--- src/rtl/bcu_pkg.sv ---
// package of shared constants and types for the branch control unit
package bcu_pkg;
    // ************************************************************
    // widths and register numbers
    // ************************************************************
    localparam int unsigned DATA_W = 32;
    localparam int unsigned REG_IDX_W = 4;
    localparam logic [3:0] LINK_REG_IDX = 4'he;
    localparam logic [3:0] PC_REG_IDX = 4'hf;
    localparam logic [3:0] LOW_REG_MAX = 4'h7;
    localparam int unsigned COND_W = 4;
    localparam logic [3:0] COND_ALWAYS = 4'he;
    localparam int unsigned BLOCK_MAX = 4;
    localparam int unsigned BLOCK_CNT_W = 3;

    // ************************************************************
    // branch ranges in bytes
    // ************************************************************
    localparam logic signed [32:0] RANGE_SHORT = 33'sh0_0010_0000;
    localparam logic signed [32:0] RANGE_LONG = 33'sh0_0100_0000;
    localparam logic [31:0] ZT_MIN_OFS = 32'h0000_0004;
    localparam logic [31:0] ZT_MAX_OFS = 32'h0000_0082;
    localparam logic [31:0] INSTR_STEP_NARROW = 32'h0000_0002;
    localparam logic [31:0] INSTR_STEP_WIDE = 32'h0000_0004;

    // ************************************************************
    // branch kinds
    // ************************************************************
    typedef enum logic [2:0] {
        BR_NONE = 3'b000,
        BR_PLAIN = 3'b001,
        BR_CALL_IMMEDIATE = 3'b010,
        BR_JUMP_REGISTER = 3'b011,
        BR_CALL_REGISTER = 3'b100,
        BR_IF_ZERO = 3'b101,
        BR_IF_NONZERO = 3'b110,
        BR_BLOCK_PREFIX = 3'b111
    } bcu_kind_t;

    // decoded request from the instruction stream
    typedef struct packed {
        bcu_kind_t kind;
        logic [COND_W-1:0] cond;
        logic [3:0] block_mask;
        logic wide;
        logic [REG_IDX_W-1:0] src_reg;
        logic [31:0] offset;
        logic [31:0] pc;
    } bcu_req_t;

    // result toward register file and program counter
    typedef struct packed {
        logic redirect;
        logic [31:0] target;
        logic link_we;
        logic [31:0] link_data;
        logic fault;
        logic range_err;
    } bcu_res_t;
endpackage

--- src/rtl/bcu_cond_eval.sv ---
// condition code evaluation against the current flags
`timescale 1ns/1ps
`default_nettype none
module bcu_cond_eval (
    // condition and flags
    input wire logic [3:0] cond_in,
    input wire logic [3:0] flags_in,
    // verdict
    output logic pass_out
);
    logic n;
    logic z;
    logic c;
    logic v;
    logic base;
    assign {n, z, c, v} = flags_in;
    always_comb begin
        unique case (cond_in[3:1])
            3'h0: base = z;
            3'h1: base = c;
            3'h2: base = n;
            3'h3: base = v;
            3'h4: base = c & ~z;
            3'h5: base = (n == v);
            3'h6: base = ~z & (n == v);
            3'h7: base = 1'b1;
        endcase
    end
    // odd codes invert, except the always pair
    assign pass_out = (cond_in[0] && cond_in[3:1] != 3'h7) ? ~base : base;
endmodule // bcu_cond_eval
`default_nettype wire

--- src/rtl/bcu_branch_unit.sv ---
// branch execution unit: targets, link writes, range checks, faults
// Summary of operation
// - every branch redirects to a pc-relative label or the source register address
// - call forms write the following instruction address into the link register
// - register branch target is the source value with bit 0 forced to zero
// - register branches with bit 0 clear raise the illegal state fault instead
// - conditional branch outside a block reaches one megabyte either way
// - conditional branch inside a block and immediate calls reach sixteen megabytes
// - register branches accept any target value without range limit
// - plain, call and register branches leave the flags untouched
// - zero test branches when equal to zero, nonzero variant when not equal
// - zero test compares internally without updating any flag
// - zero test accepts only tested registers zero to seven
// - zero test reaches only four to one hundred thirty bytes forward
// - block prefix makes up to four following instructions conditional
`timescale 1ns/1ps
`default_nettype none
module bcu_branch_unit (
    // clock and reset
    input wire logic CORE_CLK_IN,
    input wire logic RST_IN,
    // decoded instruction stream
    input wire logic REQ_VALID_IN,
    input wire bcu_pkg::bcu_req_t REQ_IN,
    // register file read data and flags
    input wire logic [31:0] SRC_DATA_IN,
    input wire logic [3:0] FLAGS_IN,
    // register file, pc and fault results
    output bcu_pkg::bcu_res_t RES_OUT,
    output logic [3:0] FLAGS_OUT,
    output logic FLUSH_OUT,
    output logic IN_BLOCK_OUT,
    output logic MISPLACED_OUT
);
    import bcu_pkg::*;

    // ************************************************************
    // block state
    // ************************************************************
    logic [BLOCK_CNT_W-1:0] blk_left_r;
    logic [BLOCK_CNT_W-1:0] blk_left_nxt;
    logic [COND_W-1:0] blk_cond_r;
    logic [3:0] blk_mask_r;
    logic [3:0] blk_mask_nxt;
    logic [COND_W-1:0] slot_cond;
    logic in_block;
    logic last_slot;
    logic cond_pass;
    logic [COND_W-1:0] eff_cond;
    logic res_taken;

    assign in_block = (blk_left_r != '0);
    assign last_slot = (blk_left_r == BLOCK_CNT_W'(1));
    // slot condition is base or its inverse
    assign slot_cond = {blk_cond_r[3:1], blk_cond_r[0] ^ blk_mask_r[3]};
    assign eff_cond = in_block ? slot_cond : REQ_IN.cond;

    bcu_cond_eval u_cond (
        .cond_in(eff_cond),
        .flags_in(FLAGS_IN),
        .pass_out(cond_pass)
    );

    always_comb begin
        blk_left_nxt = blk_left_r;
        blk_mask_nxt = blk_mask_r;
        if (REQ_VALID_IN) begin
            if (REQ_IN.kind == BR_BLOCK_PREFIX && !in_block) begin
                blk_left_nxt = BLOCK_CNT_W'(BLOCK_MAX);
                // first slot runs on the base condition, mask bits serve later slots
                blk_mask_nxt = {1'b0, REQ_IN.block_mask[3:1]};
                if (REQ_IN.block_mask[2:0] == 3'h0) begin
                    blk_left_nxt = BLOCK_CNT_W'(1);
                end else if (REQ_IN.block_mask[1:0] == 2'h0) begin
                    blk_left_nxt = BLOCK_CNT_W'(2);
                end else if (REQ_IN.block_mask[0] == 1'b0) begin
                    blk_left_nxt = BLOCK_CNT_W'(3);
                end
            end else if (in_block) begin
                blk_left_nxt = blk_left_r - BLOCK_CNT_W'(1);
                blk_mask_nxt = {blk_mask_r[2:0], 1'b0};
            end
            if (res_taken) begin
                blk_left_nxt = '0;
            end
        end
    end

    always_ff @(posedge CORE_CLK_IN or posedge RST_IN) begin
        if (RST_IN) begin
            blk_left_r <= '0;
            blk_mask_r <= 4'h0;
            blk_cond_r <= COND_ALWAYS;
        end else begin
            blk_left_r <= blk_left_nxt;
            blk_mask_r <= blk_mask_nxt;
            if (REQ_VALID_IN && REQ_IN.kind == BR_BLOCK_PREFIX && !in_block) begin
                blk_cond_r <= REQ_IN.cond;
            end
        end
    end

    // ************************************************************
    // target and checks
    // ************************************************************
    logic is_imm;
    logic is_reg;
    logic is_zt;
    logic is_call;
    logic zt_hit;
    logic [31:0] imm_target;
    logic [31:0] reg_target;
    logic signed [32:0] ofs_s;
    logic range_bad;
    logic zt_bad;
    logic placement_bad;
    logic fault_now;
    logic [31:0] next_pc;

    assign is_imm = (REQ_IN.kind == BR_PLAIN) || (REQ_IN.kind == BR_CALL_IMMEDIATE);
    assign is_reg = (REQ_IN.kind == BR_JUMP_REGISTER) || (REQ_IN.kind == BR_CALL_REGISTER);
    assign is_zt = (REQ_IN.kind == BR_IF_ZERO) || (REQ_IN.kind == BR_IF_NONZERO);
    assign is_call = (REQ_IN.kind == BR_CALL_IMMEDIATE) || (REQ_IN.kind == BR_CALL_REGISTER);
    assign ofs_s = {REQ_IN.offset[31], REQ_IN.offset};
    assign next_pc = REQ_IN.pc + (REQ_IN.wide ? INSTR_STEP_WIDE : INSTR_STEP_NARROW);

    assign imm_target = REQ_IN.pc + {REQ_IN.offset[31:1], 1'b0};
    // clear bit 0 of source value
    assign reg_target = {SRC_DATA_IN[31:1], 1'b0};

    assign zt_hit = (REQ_IN.kind == BR_IF_ZERO) ? (SRC_DATA_IN == 32'h0000_0000)
                                                : (SRC_DATA_IN != 32'h0000_0000);

    always_comb begin
        range_bad = 1'b0;
        if (is_imm) begin
            if (REQ_IN.kind == BR_PLAIN && !in_block && REQ_IN.cond != COND_ALWAYS) begin
                range_bad = (ofs_s < -RANGE_SHORT) || (ofs_s > RANGE_SHORT);
            end else begin
                range_bad = (ofs_s < -RANGE_LONG) || (ofs_s > RANGE_LONG);
            end
        end
    end

    assign zt_bad = is_zt && ((REQ_IN.src_reg > LOW_REG_MAX) || (REQ_IN.offset < ZT_MIN_OFS)
                              || (REQ_IN.offset > ZT_MAX_OFS));

    // placement checks reported, call source never pc
    assign placement_bad = REQ_VALID_IN && ((in_block && (is_imm || is_reg) && !last_slot)
                           || (in_block && is_zt)
                           || (REQ_IN.kind == BR_CALL_REGISTER && REQ_IN.src_reg == PC_REG_IDX));

    assign fault_now = REQ_VALID_IN && is_reg && cond_pass && !SRC_DATA_IN[0];
    // register targets carry no range check
    assign res_taken = REQ_VALID_IN && !fault_now && !range_bad && !zt_bad
                       && ((is_imm && cond_pass) || (is_reg && cond_pass) || (is_zt && zt_hit));

    // ************************************************************
    // result registers
    // ************************************************************
    // redirect, link write
    always_ff @(posedge CORE_CLK_IN or posedge RST_IN) begin
        if (RST_IN) begin
            RES_OUT <= '0;
        end else begin
            RES_OUT.redirect <= res_taken;
            RES_OUT.target <= is_reg ? reg_target : imm_target;
            RES_OUT.link_we <= res_taken && is_call;
            RES_OUT.link_data <= next_pc;
            RES_OUT.fault <= fault_now;
            RES_OUT.range_err <= REQ_VALID_IN && (range_bad || zt_bad);
        end
    end

    // discard fetched work after a taken branch
    always_ff @(posedge CORE_CLK_IN or posedge RST_IN) begin
        if (RST_IN) begin
            FLUSH_OUT <= 1'b0;
            MISPLACED_OUT <= 1'b0;
        end else begin
            FLUSH_OUT <= res_taken || fault_now;
            MISPLACED_OUT <= placement_bad;
        end
    end

    assign FLAGS_OUT = FLAGS_IN;
    assign IN_BLOCK_OUT = in_block;

    // ************************************************************
    // assertions
    // ************************************************************
    property p_link_pc;
        @(posedge CORE_CLK_IN) disable iff (RST_IN)
        (REQ_VALID_IN && res_taken && is_call) |=> (RES_OUT.link_we
            && RES_OUT.link_data == $past(next_pc));
    endproperty
    a_link_pc: assert property (p_link_pc) else $error("link write missing");

    property p_bit0_clear;
        @(posedge CORE_CLK_IN) disable iff (RST_IN)
        RES_OUT.redirect |-> (RES_OUT.target[0] == 1'b0);
    endproperty
    a_bit0_clear: assert property (p_bit0_clear) else $error("odd target");

    property p_fault;
        @(posedge CORE_CLK_IN) disable iff (RST_IN)
        (REQ_VALID_IN && is_reg && cond_pass && !SRC_DATA_IN[0])
            |=> (RES_OUT.fault && !RES_OUT.redirect);
    endproperty
    a_fault: assert property (p_fault) else $error("fault not raised");

    property p_short_range;
        @(posedge CORE_CLK_IN) disable iff (RST_IN)
        (REQ_VALID_IN && REQ_IN.kind == BR_PLAIN && !in_block && REQ_IN.cond != COND_ALWAYS
            && ofs_s > RANGE_SHORT) |=> !RES_OUT.redirect;
    endproperty
    a_short_range: assert property (p_short_range) else $error("short range");

    property p_long_range;
        @(posedge CORE_CLK_IN) disable iff (RST_IN)
        (REQ_VALID_IN && REQ_IN.kind == BR_CALL_IMMEDIATE && ofs_s <= RANGE_LONG
            && ofs_s >= -RANGE_LONG && cond_pass) |=> RES_OUT.redirect;
    endproperty
    a_long_range: assert property (p_long_range) else $error("call refused");

    property p_flags;
        @(posedge CORE_CLK_IN) disable iff (RST_IN)
        REQ_VALID_IN |-> (FLAGS_OUT == FLAGS_IN);
    endproperty
    a_flags: assert property (p_flags) else $error("flags changed");

    property p_zero_test;
        @(posedge CORE_CLK_IN) disable iff (RST_IN)
        (REQ_VALID_IN && REQ_IN.kind == BR_IF_ZERO && !zt_bad && SRC_DATA_IN == 32'h0)
            |=> (RES_OUT.redirect && RES_OUT.target == $past(imm_target));
    endproperty
    a_zero_test: assert property (p_zero_test) else $error("zero test");

    property p_zt_window;
        @(posedge CORE_CLK_IN) disable iff (RST_IN)
        (REQ_VALID_IN && is_zt && REQ_IN.offset > ZT_MAX_OFS) |=> !RES_OUT.redirect;
    endproperty
    a_zt_window: assert property (p_zt_window) else $error("zero test range");

    property p_block_len;
        @(posedge CORE_CLK_IN) disable iff (RST_IN)
        blk_left_r <= BLOCK_CNT_W'(BLOCK_MAX);
    endproperty
    a_block_len: assert property (p_block_len) else $error("block too long");

    property p_flush;
        @(posedge CORE_CLK_IN) disable iff (RST_IN)
        RES_OUT.redirect |-> FLUSH_OUT;
    endproperty
    a_flush: assert property (p_flush) else $error("no flush");

    property p_reg_any;
        @(posedge CORE_CLK_IN) disable iff (RST_IN)
        (REQ_VALID_IN && is_reg && cond_pass && SRC_DATA_IN[0])
            |=> (RES_OUT.redirect && !RES_OUT.range_err
            && RES_OUT.target == {$past(SRC_DATA_IN[31:1]), 1'b0});
    endproperty
    a_reg_any: assert property (p_reg_any) else $error("register target refused");

    property p_zt_low;
        @(posedge CORE_CLK_IN) disable iff (RST_IN)
        (REQ_VALID_IN && is_zt && REQ_IN.src_reg > LOW_REG_MAX)
            |=> (RES_OUT.range_err && !RES_OUT.redirect);
    endproperty
    a_zt_low: assert property (p_zt_low) else $error("high tested register");

    property p_nonzero;
        @(posedge CORE_CLK_IN) disable iff (RST_IN)
        (REQ_VALID_IN && REQ_IN.kind == BR_IF_NONZERO && !zt_bad
            && SRC_DATA_IN != 32'h0000_0000) |=> RES_OUT.redirect;
    endproperty
    a_nonzero: assert property (p_nonzero) else $error("nonzero test");

    property p_not_last;
        @(posedge CORE_CLK_IN) disable iff (RST_IN)
        (REQ_VALID_IN && in_block && !last_slot && (is_imm || is_reg)) |=> MISPLACED_OUT;
    endproperty
    a_not_last: assert property (p_not_last) else $error("early branch in block");

    property p_block_end;
        @(posedge CORE_CLK_IN) disable iff (RST_IN)
        (REQ_VALID_IN && last_slot) |=> !in_block;
    endproperty
    a_block_end: assert property (p_block_end) else $error("block not closed");

    property p_no_link;
        @(posedge CORE_CLK_IN) disable iff (RST_IN)
        (REQ_VALID_IN && !is_call) |=> !RES_OUT.link_we;
    endproperty
    a_no_link: assert property (p_no_link) else $error("stray link write");

    c_call: cover property (@(posedge CORE_CLK_IN) RES_OUT.link_we);
    c_fault: cover property (@(posedge CORE_CLK_IN) RES_OUT.fault);
    c_block: cover property (@(posedge CORE_CLK_IN) in_block && res_taken);
    c_zt: cover property (@(posedge CORE_CLK_IN) REQ_VALID_IN && is_zt && res_taken);
    c_range: cover property (@(posedge CORE_CLK_IN) RES_OUT.range_err);
endmodule // bcu_branch_unit
`default_nettype wire

--- config.mk ---
export PLATFORM = sky130hd
export DESIGN_NAME = bcu_branch_unit
export DESIGN_NICKNAME = d
export VERILOG_FILES = /design/src/rtl/bcu_pkg.sv /design/src/rtl/bcu_cond_eval.sv /design/src/rtl/bcu_branch_unit.sv
export SDC_FILE = /design/constraint.sdc
export NUM_CORES = 1
export LEC_CHECK = 0
export ABC_CLOCK_PERIOD_IN_PS = 3500
export BUFFER_PORTS_ARGS = -buffer_cell sky130_fd_sc_hd__buf_2
export CORE_ASPECT_RATIO = 1.25
export CORE_MARGIN = 4
export CORE_UTILIZATION = 51
export DETAILED_ROUTE_END_ITERATION = 6
export HOLD_SLACK_MARGIN = 0.08
export PLACE_DENSITY = 0.9
export SLEW_MARGIN = 20
export SYNTH_ARGS = -nofsm -noshare
export SYNTH_HDL_FRONTEND = slang
export SYNTH_HIERARCHICAL = 1
export SYNTH_SLANG_ARGS = --single-unit
--- constraint.sdc ---
create_clock -name CORE_CLK_IN -period 3.5 [get_ports CORE_CLK_IN]
set_clock_uncertainty 0.1 [all_clocks]
set_input_delay 0.35 -clock CORE_CLK_IN [delete_from_list [all_inputs] [get_ports CORE_CLK_IN]]
set_output_delay 0.35 -clock CORE_CLK_IN [all_outputs]
set_load 0.01 [all_outputs]
After elaboration in Yosys (flattened, before gate mapping)
Index checks and enable logic that the tools add are counted.
{ "classes": {"n_reduce_logical": 55, "bitwise_logic": 5, "add_sub_neg": 3, "muxes": 16, "order_cmp": 7, "n_eq_ne": 19} }
{ "ops": {"columns": ["op", "count"], "rows": [
  ["$add A32 B3 Y32", 1],
  ["$add A32 B32 Y32", 1],
  ["$gt A32 B22 Y1 const B", 1],
  ["$gt A32 B26 Y1 const B", 1],
  ["$gt A32 B8 Y1 const B", 1],
  ["$logic_not A32 Y1", 1],
  ["$lt A32 B21 Y1 const B", 1],
  ["$lt A32 B25 Y1 const B", 1],
  ["$lt A32 B3 Y1 const B", 1],
  ["$mux W32", 1],
  ["$reduce_bool A32 Y1", 1],
  ["$eq A3 B3 Y1 const B", 8],
  ["$logic_and A1 B1 Y1", 24],
  ["$mux W3", 7],
  ["$logic_or A1 B1 Y1", 15],
  ["$eq A3 B2 Y1 const B", 4],
  ["$mux W4", 3],
  ["$eq A3 B1 Y1 const B", 3],
  ["$pmux W1 S8", 1],
  ["$logic_not A1 Y1", 6],
  ["$logic_not A3 Y1", 2],
  ["$reduce_bool A3 Y1", 2],
  ["$eq A4 B4 Y1 const B", 1],
  ["$gt A4 B3 Y1 const B", 1],
  ["other kinds (11)", 17]
]} }
{ "word_totals": {"word_cells": 116, "input_bits": 119, "regBits": 81} }

Logic depth before layout (Yosys ltp)
{ "depth": {"word_depth": 15, "mapped_depth": 16} }

Hierarchy
Netlist, hierarchy kept.
{ "by_module_without_submodules": {"columns": ["mod", "instances", "seq_area_each_um2", "cells_per_inst", "area_each_um2"], "rows": [
  ["bcu_branch_unit", 1, 2030.7, 586, 5241.3],
  ["bcu_cond_eval", 1, 0.0, 18, 116.4]
]} }

Worst setup path after synthesis
Ideal clock, no wire load.
{ "synth_path": {"path_type": "flip-flop to flip-flop", "from": "register blk_left_r[0]", "to": "register RES_OUT[34] (netlist bit)", "path_stages_with_launch": 17, "setup_slack_ns": 0.319, "t_arrival_ns": 3.015, "setup_ns": 0.066, "path_buffers": 1, "path_cell_list": "dfrtp_1 inv_1 ha_1 nor2b_1 clkbuf_1 clkinv_1 nand2_1 nand2_1 inv_2 nand4_1 a31oi_1 xnor2_1 a211oi_1 o22ai_1 a21oi_1 o2111a_2 and3_1"} }
{ "synth_via": {"elab_chain_len": 14, "word_cells_on_any_way": 33, "classes_between": "eq/ne (8); mux (5); bitwise (1); reduce/logical (19)"} }
{ "synth_rtl": {"columns": ["element", "line_no", "rtl"], "rows": [
  ["start: declaration", "bcu_branch_unit.sv:40", "logic [BLOCK_CNT_W-1:0] blk_left_r;"],
  ["start signal: assignment", "bcu_branch_unit.sv:95", "blk_left_r <= blk_left_nxt;"],
  ["$reduce_bool A3 Y1 (*)", "bcu_branch_unit.sv:52", "assign in_block = (blk_left_r != '0);"],
  ["net IN_BLOCK_OUT", "bcu_branch_unit.sv:32", "output logic IN_BLOCK_OUT,"],
  ["$mux W4 (*)", "bcu_branch_unit.sv:56", "assign eff_cond = in_block ? slot_cond : REQ_IN.cond;"],
  ["net eff_cond[2]", "bcu_branch_unit.sv:49", "logic [COND_W-1:0] eff_cond;"],
  ["$eq A3 B3 Y1 (tied with other cells)", "bcu_cond_eval.sv:18", "unique case (cond_in[3:1])"],
  ["$pmux W1 S8", "bcu_cond_eval.sv:18", null],
  ["$not A1 Y1", "bcu_cond_eval.sv:30", "assign pass_out = (cond_in[0] && cond_in[3:1] != 3'h7) ? ~base : base;"],
  ["$mux W1 (*)", "bcu_cond_eval.sv:30", null],
  ["net cond_pass", "bcu_branch_unit.sv:48", "logic cond_pass;"],
  ["$logic_and A1 B1 Y1 (2 in a row)", "bcu_branch_unit.sv:153", "assign fault_now = REQ_VALID_IN && is_reg && cond_pass && !SRC_DATA_IN[0];"],
  ["$logic_not A1 Y1", "bcu_branch_unit.sv:155", "assign res_taken = REQ_VALID_IN && !fault_now && !range_bad && !zt_bad"],
  ["$logic_and A1 B1 Y1 (3 in a row)", "bcu_branch_unit.sv:155", null],
  ["$logic_and A1 B1 Y1 (*)", "bcu_branch_unit.sv:156", "&& ((is_imm && cond_pass) || (is_reg && cond_pass) || (is_zt && zt_hit));"],
  ["net res_taken", "bcu_branch_unit.sv:50", "logic res_taken;"],
  ["$logic_and A1 B1 Y1 (*)", "bcu_branch_unit.sv:168", "RES_OUT.link_we <= res_taken && is_call;"],
  ["end: declaration", "bcu_branch_unit.sv:29", "output bcu_pkg::bcu_res_t RES_OUT,"]
]} }
The timed path passes the listed nets; every way through them passes the cells marked *.
A chain may end at the register's enable or synchronous reset.

Worst setup path in the final report
{ "layout_path": {"from": "register blk_left_r[0]", "to": "register RES_OUT[34] (netlist bit)"} }
{ "layout_via": {"elab_chain_len": 14, "word_cells_on_any_way": 33, "classes_between": "eq/ne (8); mux (5); bitwise (1); reduce/logical (19)"} }
{ "layout_rtl": {"columns": ["element", "line_no"], "rows": [
  ["$reduce_bool A3 Y1 (*)", "bcu_branch_unit.sv:52"],
  ["$mux W4 (*)", "bcu_branch_unit.sv:56"],
  ["net eff_cond[1]", "bcu_branch_unit.sv:49"],
  ["$eq A3 B3 Y1 (tied with other cells)", "bcu_cond_eval.sv:18"],
  ["$pmux W1 S8", "bcu_cond_eval.sv:18"],
  ["$not A1 Y1", "bcu_cond_eval.sv:30"],
  ["$mux W1 (*)", "bcu_cond_eval.sv:30"],
  ["net cond_pass", "bcu_branch_unit.sv:48"],
  ["$logic_and A1 B1 Y1 (2 in a row)", "bcu_branch_unit.sv:153"],
  ["$logic_not A1 Y1", "bcu_branch_unit.sv:155"],
  ["$logic_and A1 B1 Y1 (3 in a row)", "bcu_branch_unit.sv:155"],
  ["$logic_and A1 B1 Y1 (*)", "bcu_branch_unit.sv:156"],
  ["net res_taken", "bcu_branch_unit.sv:50"],
  ["$logic_and A1 B1 Y1 (*)", "bcu_branch_unit.sv:168"]
]} }
Marked as above.

==> flow_summary.ini <==
[outcome]
status = completed

[placed_design]
dpl_worst_slack_ns = 0.218
hpwl_um = 13200
place.gp.congestion = 0.983
placed_area_sq_um = 6460
place_inst = 914
numPortBuffers = 193

[run]
maxCapViolCount = 0

[synthesis]
ys_seq_area_share_pct = 37.9
netlist-cell-type-count = 66
synth_top_area_share_pct = 36.4
synth_area_leaders = dfrtp_1 (36%), ha_1 (8.2%), xnor2_1 (6.5%)
ys.flop_type = dfrtp_1
synth_seq_cells = 81
synth-edff-count = 0
netlist_instances = 604
synth_most_common_cell = nand2_1
synth.top_cells.by_count = nand2_1 (83), dfrtp_1 (78), o21ai_0 (47), xnor2_1 (40), ha_1 (35)
syn_area_sq_um = 5360
synth_warnings = 6
synth_area_leader_cell = dfrtp_1
syn-num-nets = 760
syn_avg_cell_area_sq_um = 8.87
async_flop_share_pct = 100

[sta]
relSlewSlack_pct = 55.8
rsz0062_at_grt = no
period_share_pct = 89.3
slew_viol_final = 0
timing.hold.ws_ns = 0.127
tightest_slew_ns = 0.662
final.min_clock_period_ns = 3.13
fin_ws_ns = 0.375
hold_viol = 0
finalSetupTns_ns = 0
fmax_mhz = 320
setup-violations-final = 0

[grt]
grt_usage_pct = 26.6
antenna_found_initial = 1
grt_pass1_vias = 5282
grt_max_degree = 38
grt_first_pass_wirelength_um = 25600
grt-ovfl-total = 0

[cells_and_area]
fillers = 883
postLayoutCellArea_sq_um = 6770
final_nets = 954
antennaDiodeCount = 0
final_cells = 931
final_util_pct = 66.7
areaGrowthSynthToFinish_pct = 26.4
drive_gt1_share_pct = 29.6

[drt]
via_count = 5421
post-route-drc-count = 0
postRouteAntennaNets = 0
viasPerCell = 5.82
dr.pass1.iters = 5
wire_per_inst_um = 17.7
drt-total-wl_um = 16500
drt_iter0_markers = 379

[floorplanning]
die-area_sq_um = 12200
die_w_um = 99.7
start_util_pct = 52.7
placementRows = 41
core-area_sq_um = 10200
die_h_um = 123
io_pins = 194

[worst_setup_path]
crit_required_ns = 3.67
r2r_slack_ns = 0.37
reg2reg_to = RES_OUT[34]$_DFF_PP0_
r2r_start = blk_left_r[0]$_DFFE_PP0P_
crit_top_cell = nand2_1
startpoint_type = flip-flop
crit_path_cell_trace = inv_1 > ha_1 > nor2b_2 > clkinv_1 > nand2_1 > nand2_1 > nor2_1 > o21ai_2 > a31oi_1 > xnor2_1 > a211oi_2 > o22ai_1 > a21oi_1 > o2111a_2 > and3_1
slowest_stage = dfrtp_1
critPathMaxFanout = 7
path_class = reg -> reg
cp-end-kind = flip-flop
cp_slowest_stage_delay_ns = 0.42
arrival_ns = 3.30
reg2reg_depth = 15

[min_path]
hold_start = SRC_DATA_IN[8]
whs_path_depth = 3
hold_path_end = RES_OUT[43]$_DFF_PP0_
min_path_type = in -> reg

[clock_tree]
cts_buffers = 9
clkTransAtPathRegs_ns = 0.06
post_cts_buffers = 0
cts_tree = done
ctsRootBufferMaster = clkbuf_16
cts_sinks = 81
clock_latency_ns = 0.34
cts_buffer_depth = 2
htree_levels = 3

[pwr]
power.leakage_nw = 3.24
ir_worst_vdd_mv = 0.234
p_total_mw = 3.29
power_density_nw_per_um2 = 486
[layer usage]
| metal | part of all wire, % | global-route usage [%] | wire, um |
|---|---|---|---|
| met1 | 37 | 31.2 | 6150 |
| met2 | 51 | 47.0 | 8460 |
| met3 | 7.4 | 5.23 | 1220 |
| met4 | 3.8 | 11.4 | 626 |
| met5 | 0.043 | 0 | 7 |
[worst max-delay path, delay by kind of cell (launching register included)]
family / cells / cell delay [ns]
xor+xnor: 1 / 0.11
fa+ha+maj: 1 / 0.21
buf+inv: 2 / 0.26
simple gates: 5 / 0.86
flops: 1 / 0.42
compound gates: 6 / 1.11
[power by group]
group | leakage (nW) | switching, mW | total, mW | internal, mW
sequential | 0.968 | 0.0643 | 1.16 | 1.10
clock | 0.131 | 0.384 | 0.931 | 0.548
combinational | 2.15 | 0.697 | 1.20 | 0.499
[worst max-delay path by stage]
stage                                         start                    end  slack [ns]  cells past startpoint
after floorplan           blk_left_r[0]$_DFFE_PP0P_  RES_OUT[34]$_DFF_PP0_        0.32                     16
after global placement                   REQ_IN[33]  RES_OUT[58]$_DFF_PP0_        0.28                     13
after detailed placement                 REQ_IN[33]  RES_OUT[58]$_DFF_PP0_        0.22                     13
after CTS                 blk_left_r[0]$_DFFE_PP0P_  RES_OUT[34]$_DFF_PP0_        0.25                     15
after global routing      blk_left_r[0]$_DFFE_PP0P_  RES_OUT[34]$_DFF_PP0_        0.07                     15
final                     blk_left_r[0]$_DFFE_PP0P_  RES_OUT[34]$_DFF_PP0_        0.37                     15
[cell families (layout without fill, tap and decap cells)]
logic type	Yosys count	count (layout)	synth area share (%)
and+or+nand+nor	224	224	20.8
AOI/OAI and AO/OA	151	151	18.2
muxes	6	6	1.21
DFF	81	81	37.9
xor gates and xnor gates	57	57	9.32
buffers and inverters	48	246	3.64
adders and majority gates	37	37	8.92
[final cells by class]
class                           count  area, sq um  share of cell area (%)
Clock buffer                       10          229                    3.38
Clock inverter                      5         57.6                   0.850
Inverter                           28          106                    1.57
Multi-Input combinational cell    475         3140                    46.4
Sequential cell                    81         2030                    30.0
Tap cell                          129          161                    2.38
Timing Repair Buffer              203         1050                    15.4
[flip-flops by register name, summed over array words and instances, names as in the netlist]
register / cells
RES_OUT: 68
FLUSH_OUT: 1
blk_mask_r: 4
MISPLACED_OUT: 1
blk_left_r: 3
blk_cond_r: 4
[placed cells by master (no fill, tap or decap), types with 3 or more instances in the layout]
cell        instances
a2111oi_0           3
a211oi_1            7
a21boi_0            3
a21o_1             16
a21oi_1            31
a31oi_1             4
and2_1              4
and3_1             11
buf_2             193
buf_4               8
clkbuf_16           9
clkinvlp_4          3
dfrtp_1            78
dfstp_2             3
ha_1               35
inv_1              25
mux2_2              4
nand2_1            83
nand2b_1            3
nand3_1            23
nand4_1            13
nand4b_1            3
nor2_1             29
nor2b_1             8
nor3_1             13
nor4_1             13
o211ai_1            4
o21a_1              4
o21ai_0            47
o31ai_1             6
or3_1               5
xnor2_1            40
xor2_1             17
[what timing repair did]
action	CTS	global route
hold endpoints to repair	36	0
endpoints found under the setup margin	0	5
gates resized for setup	0	2
hold buffers	2	0
Note: power is estimated with default switching activity, not from simulation.
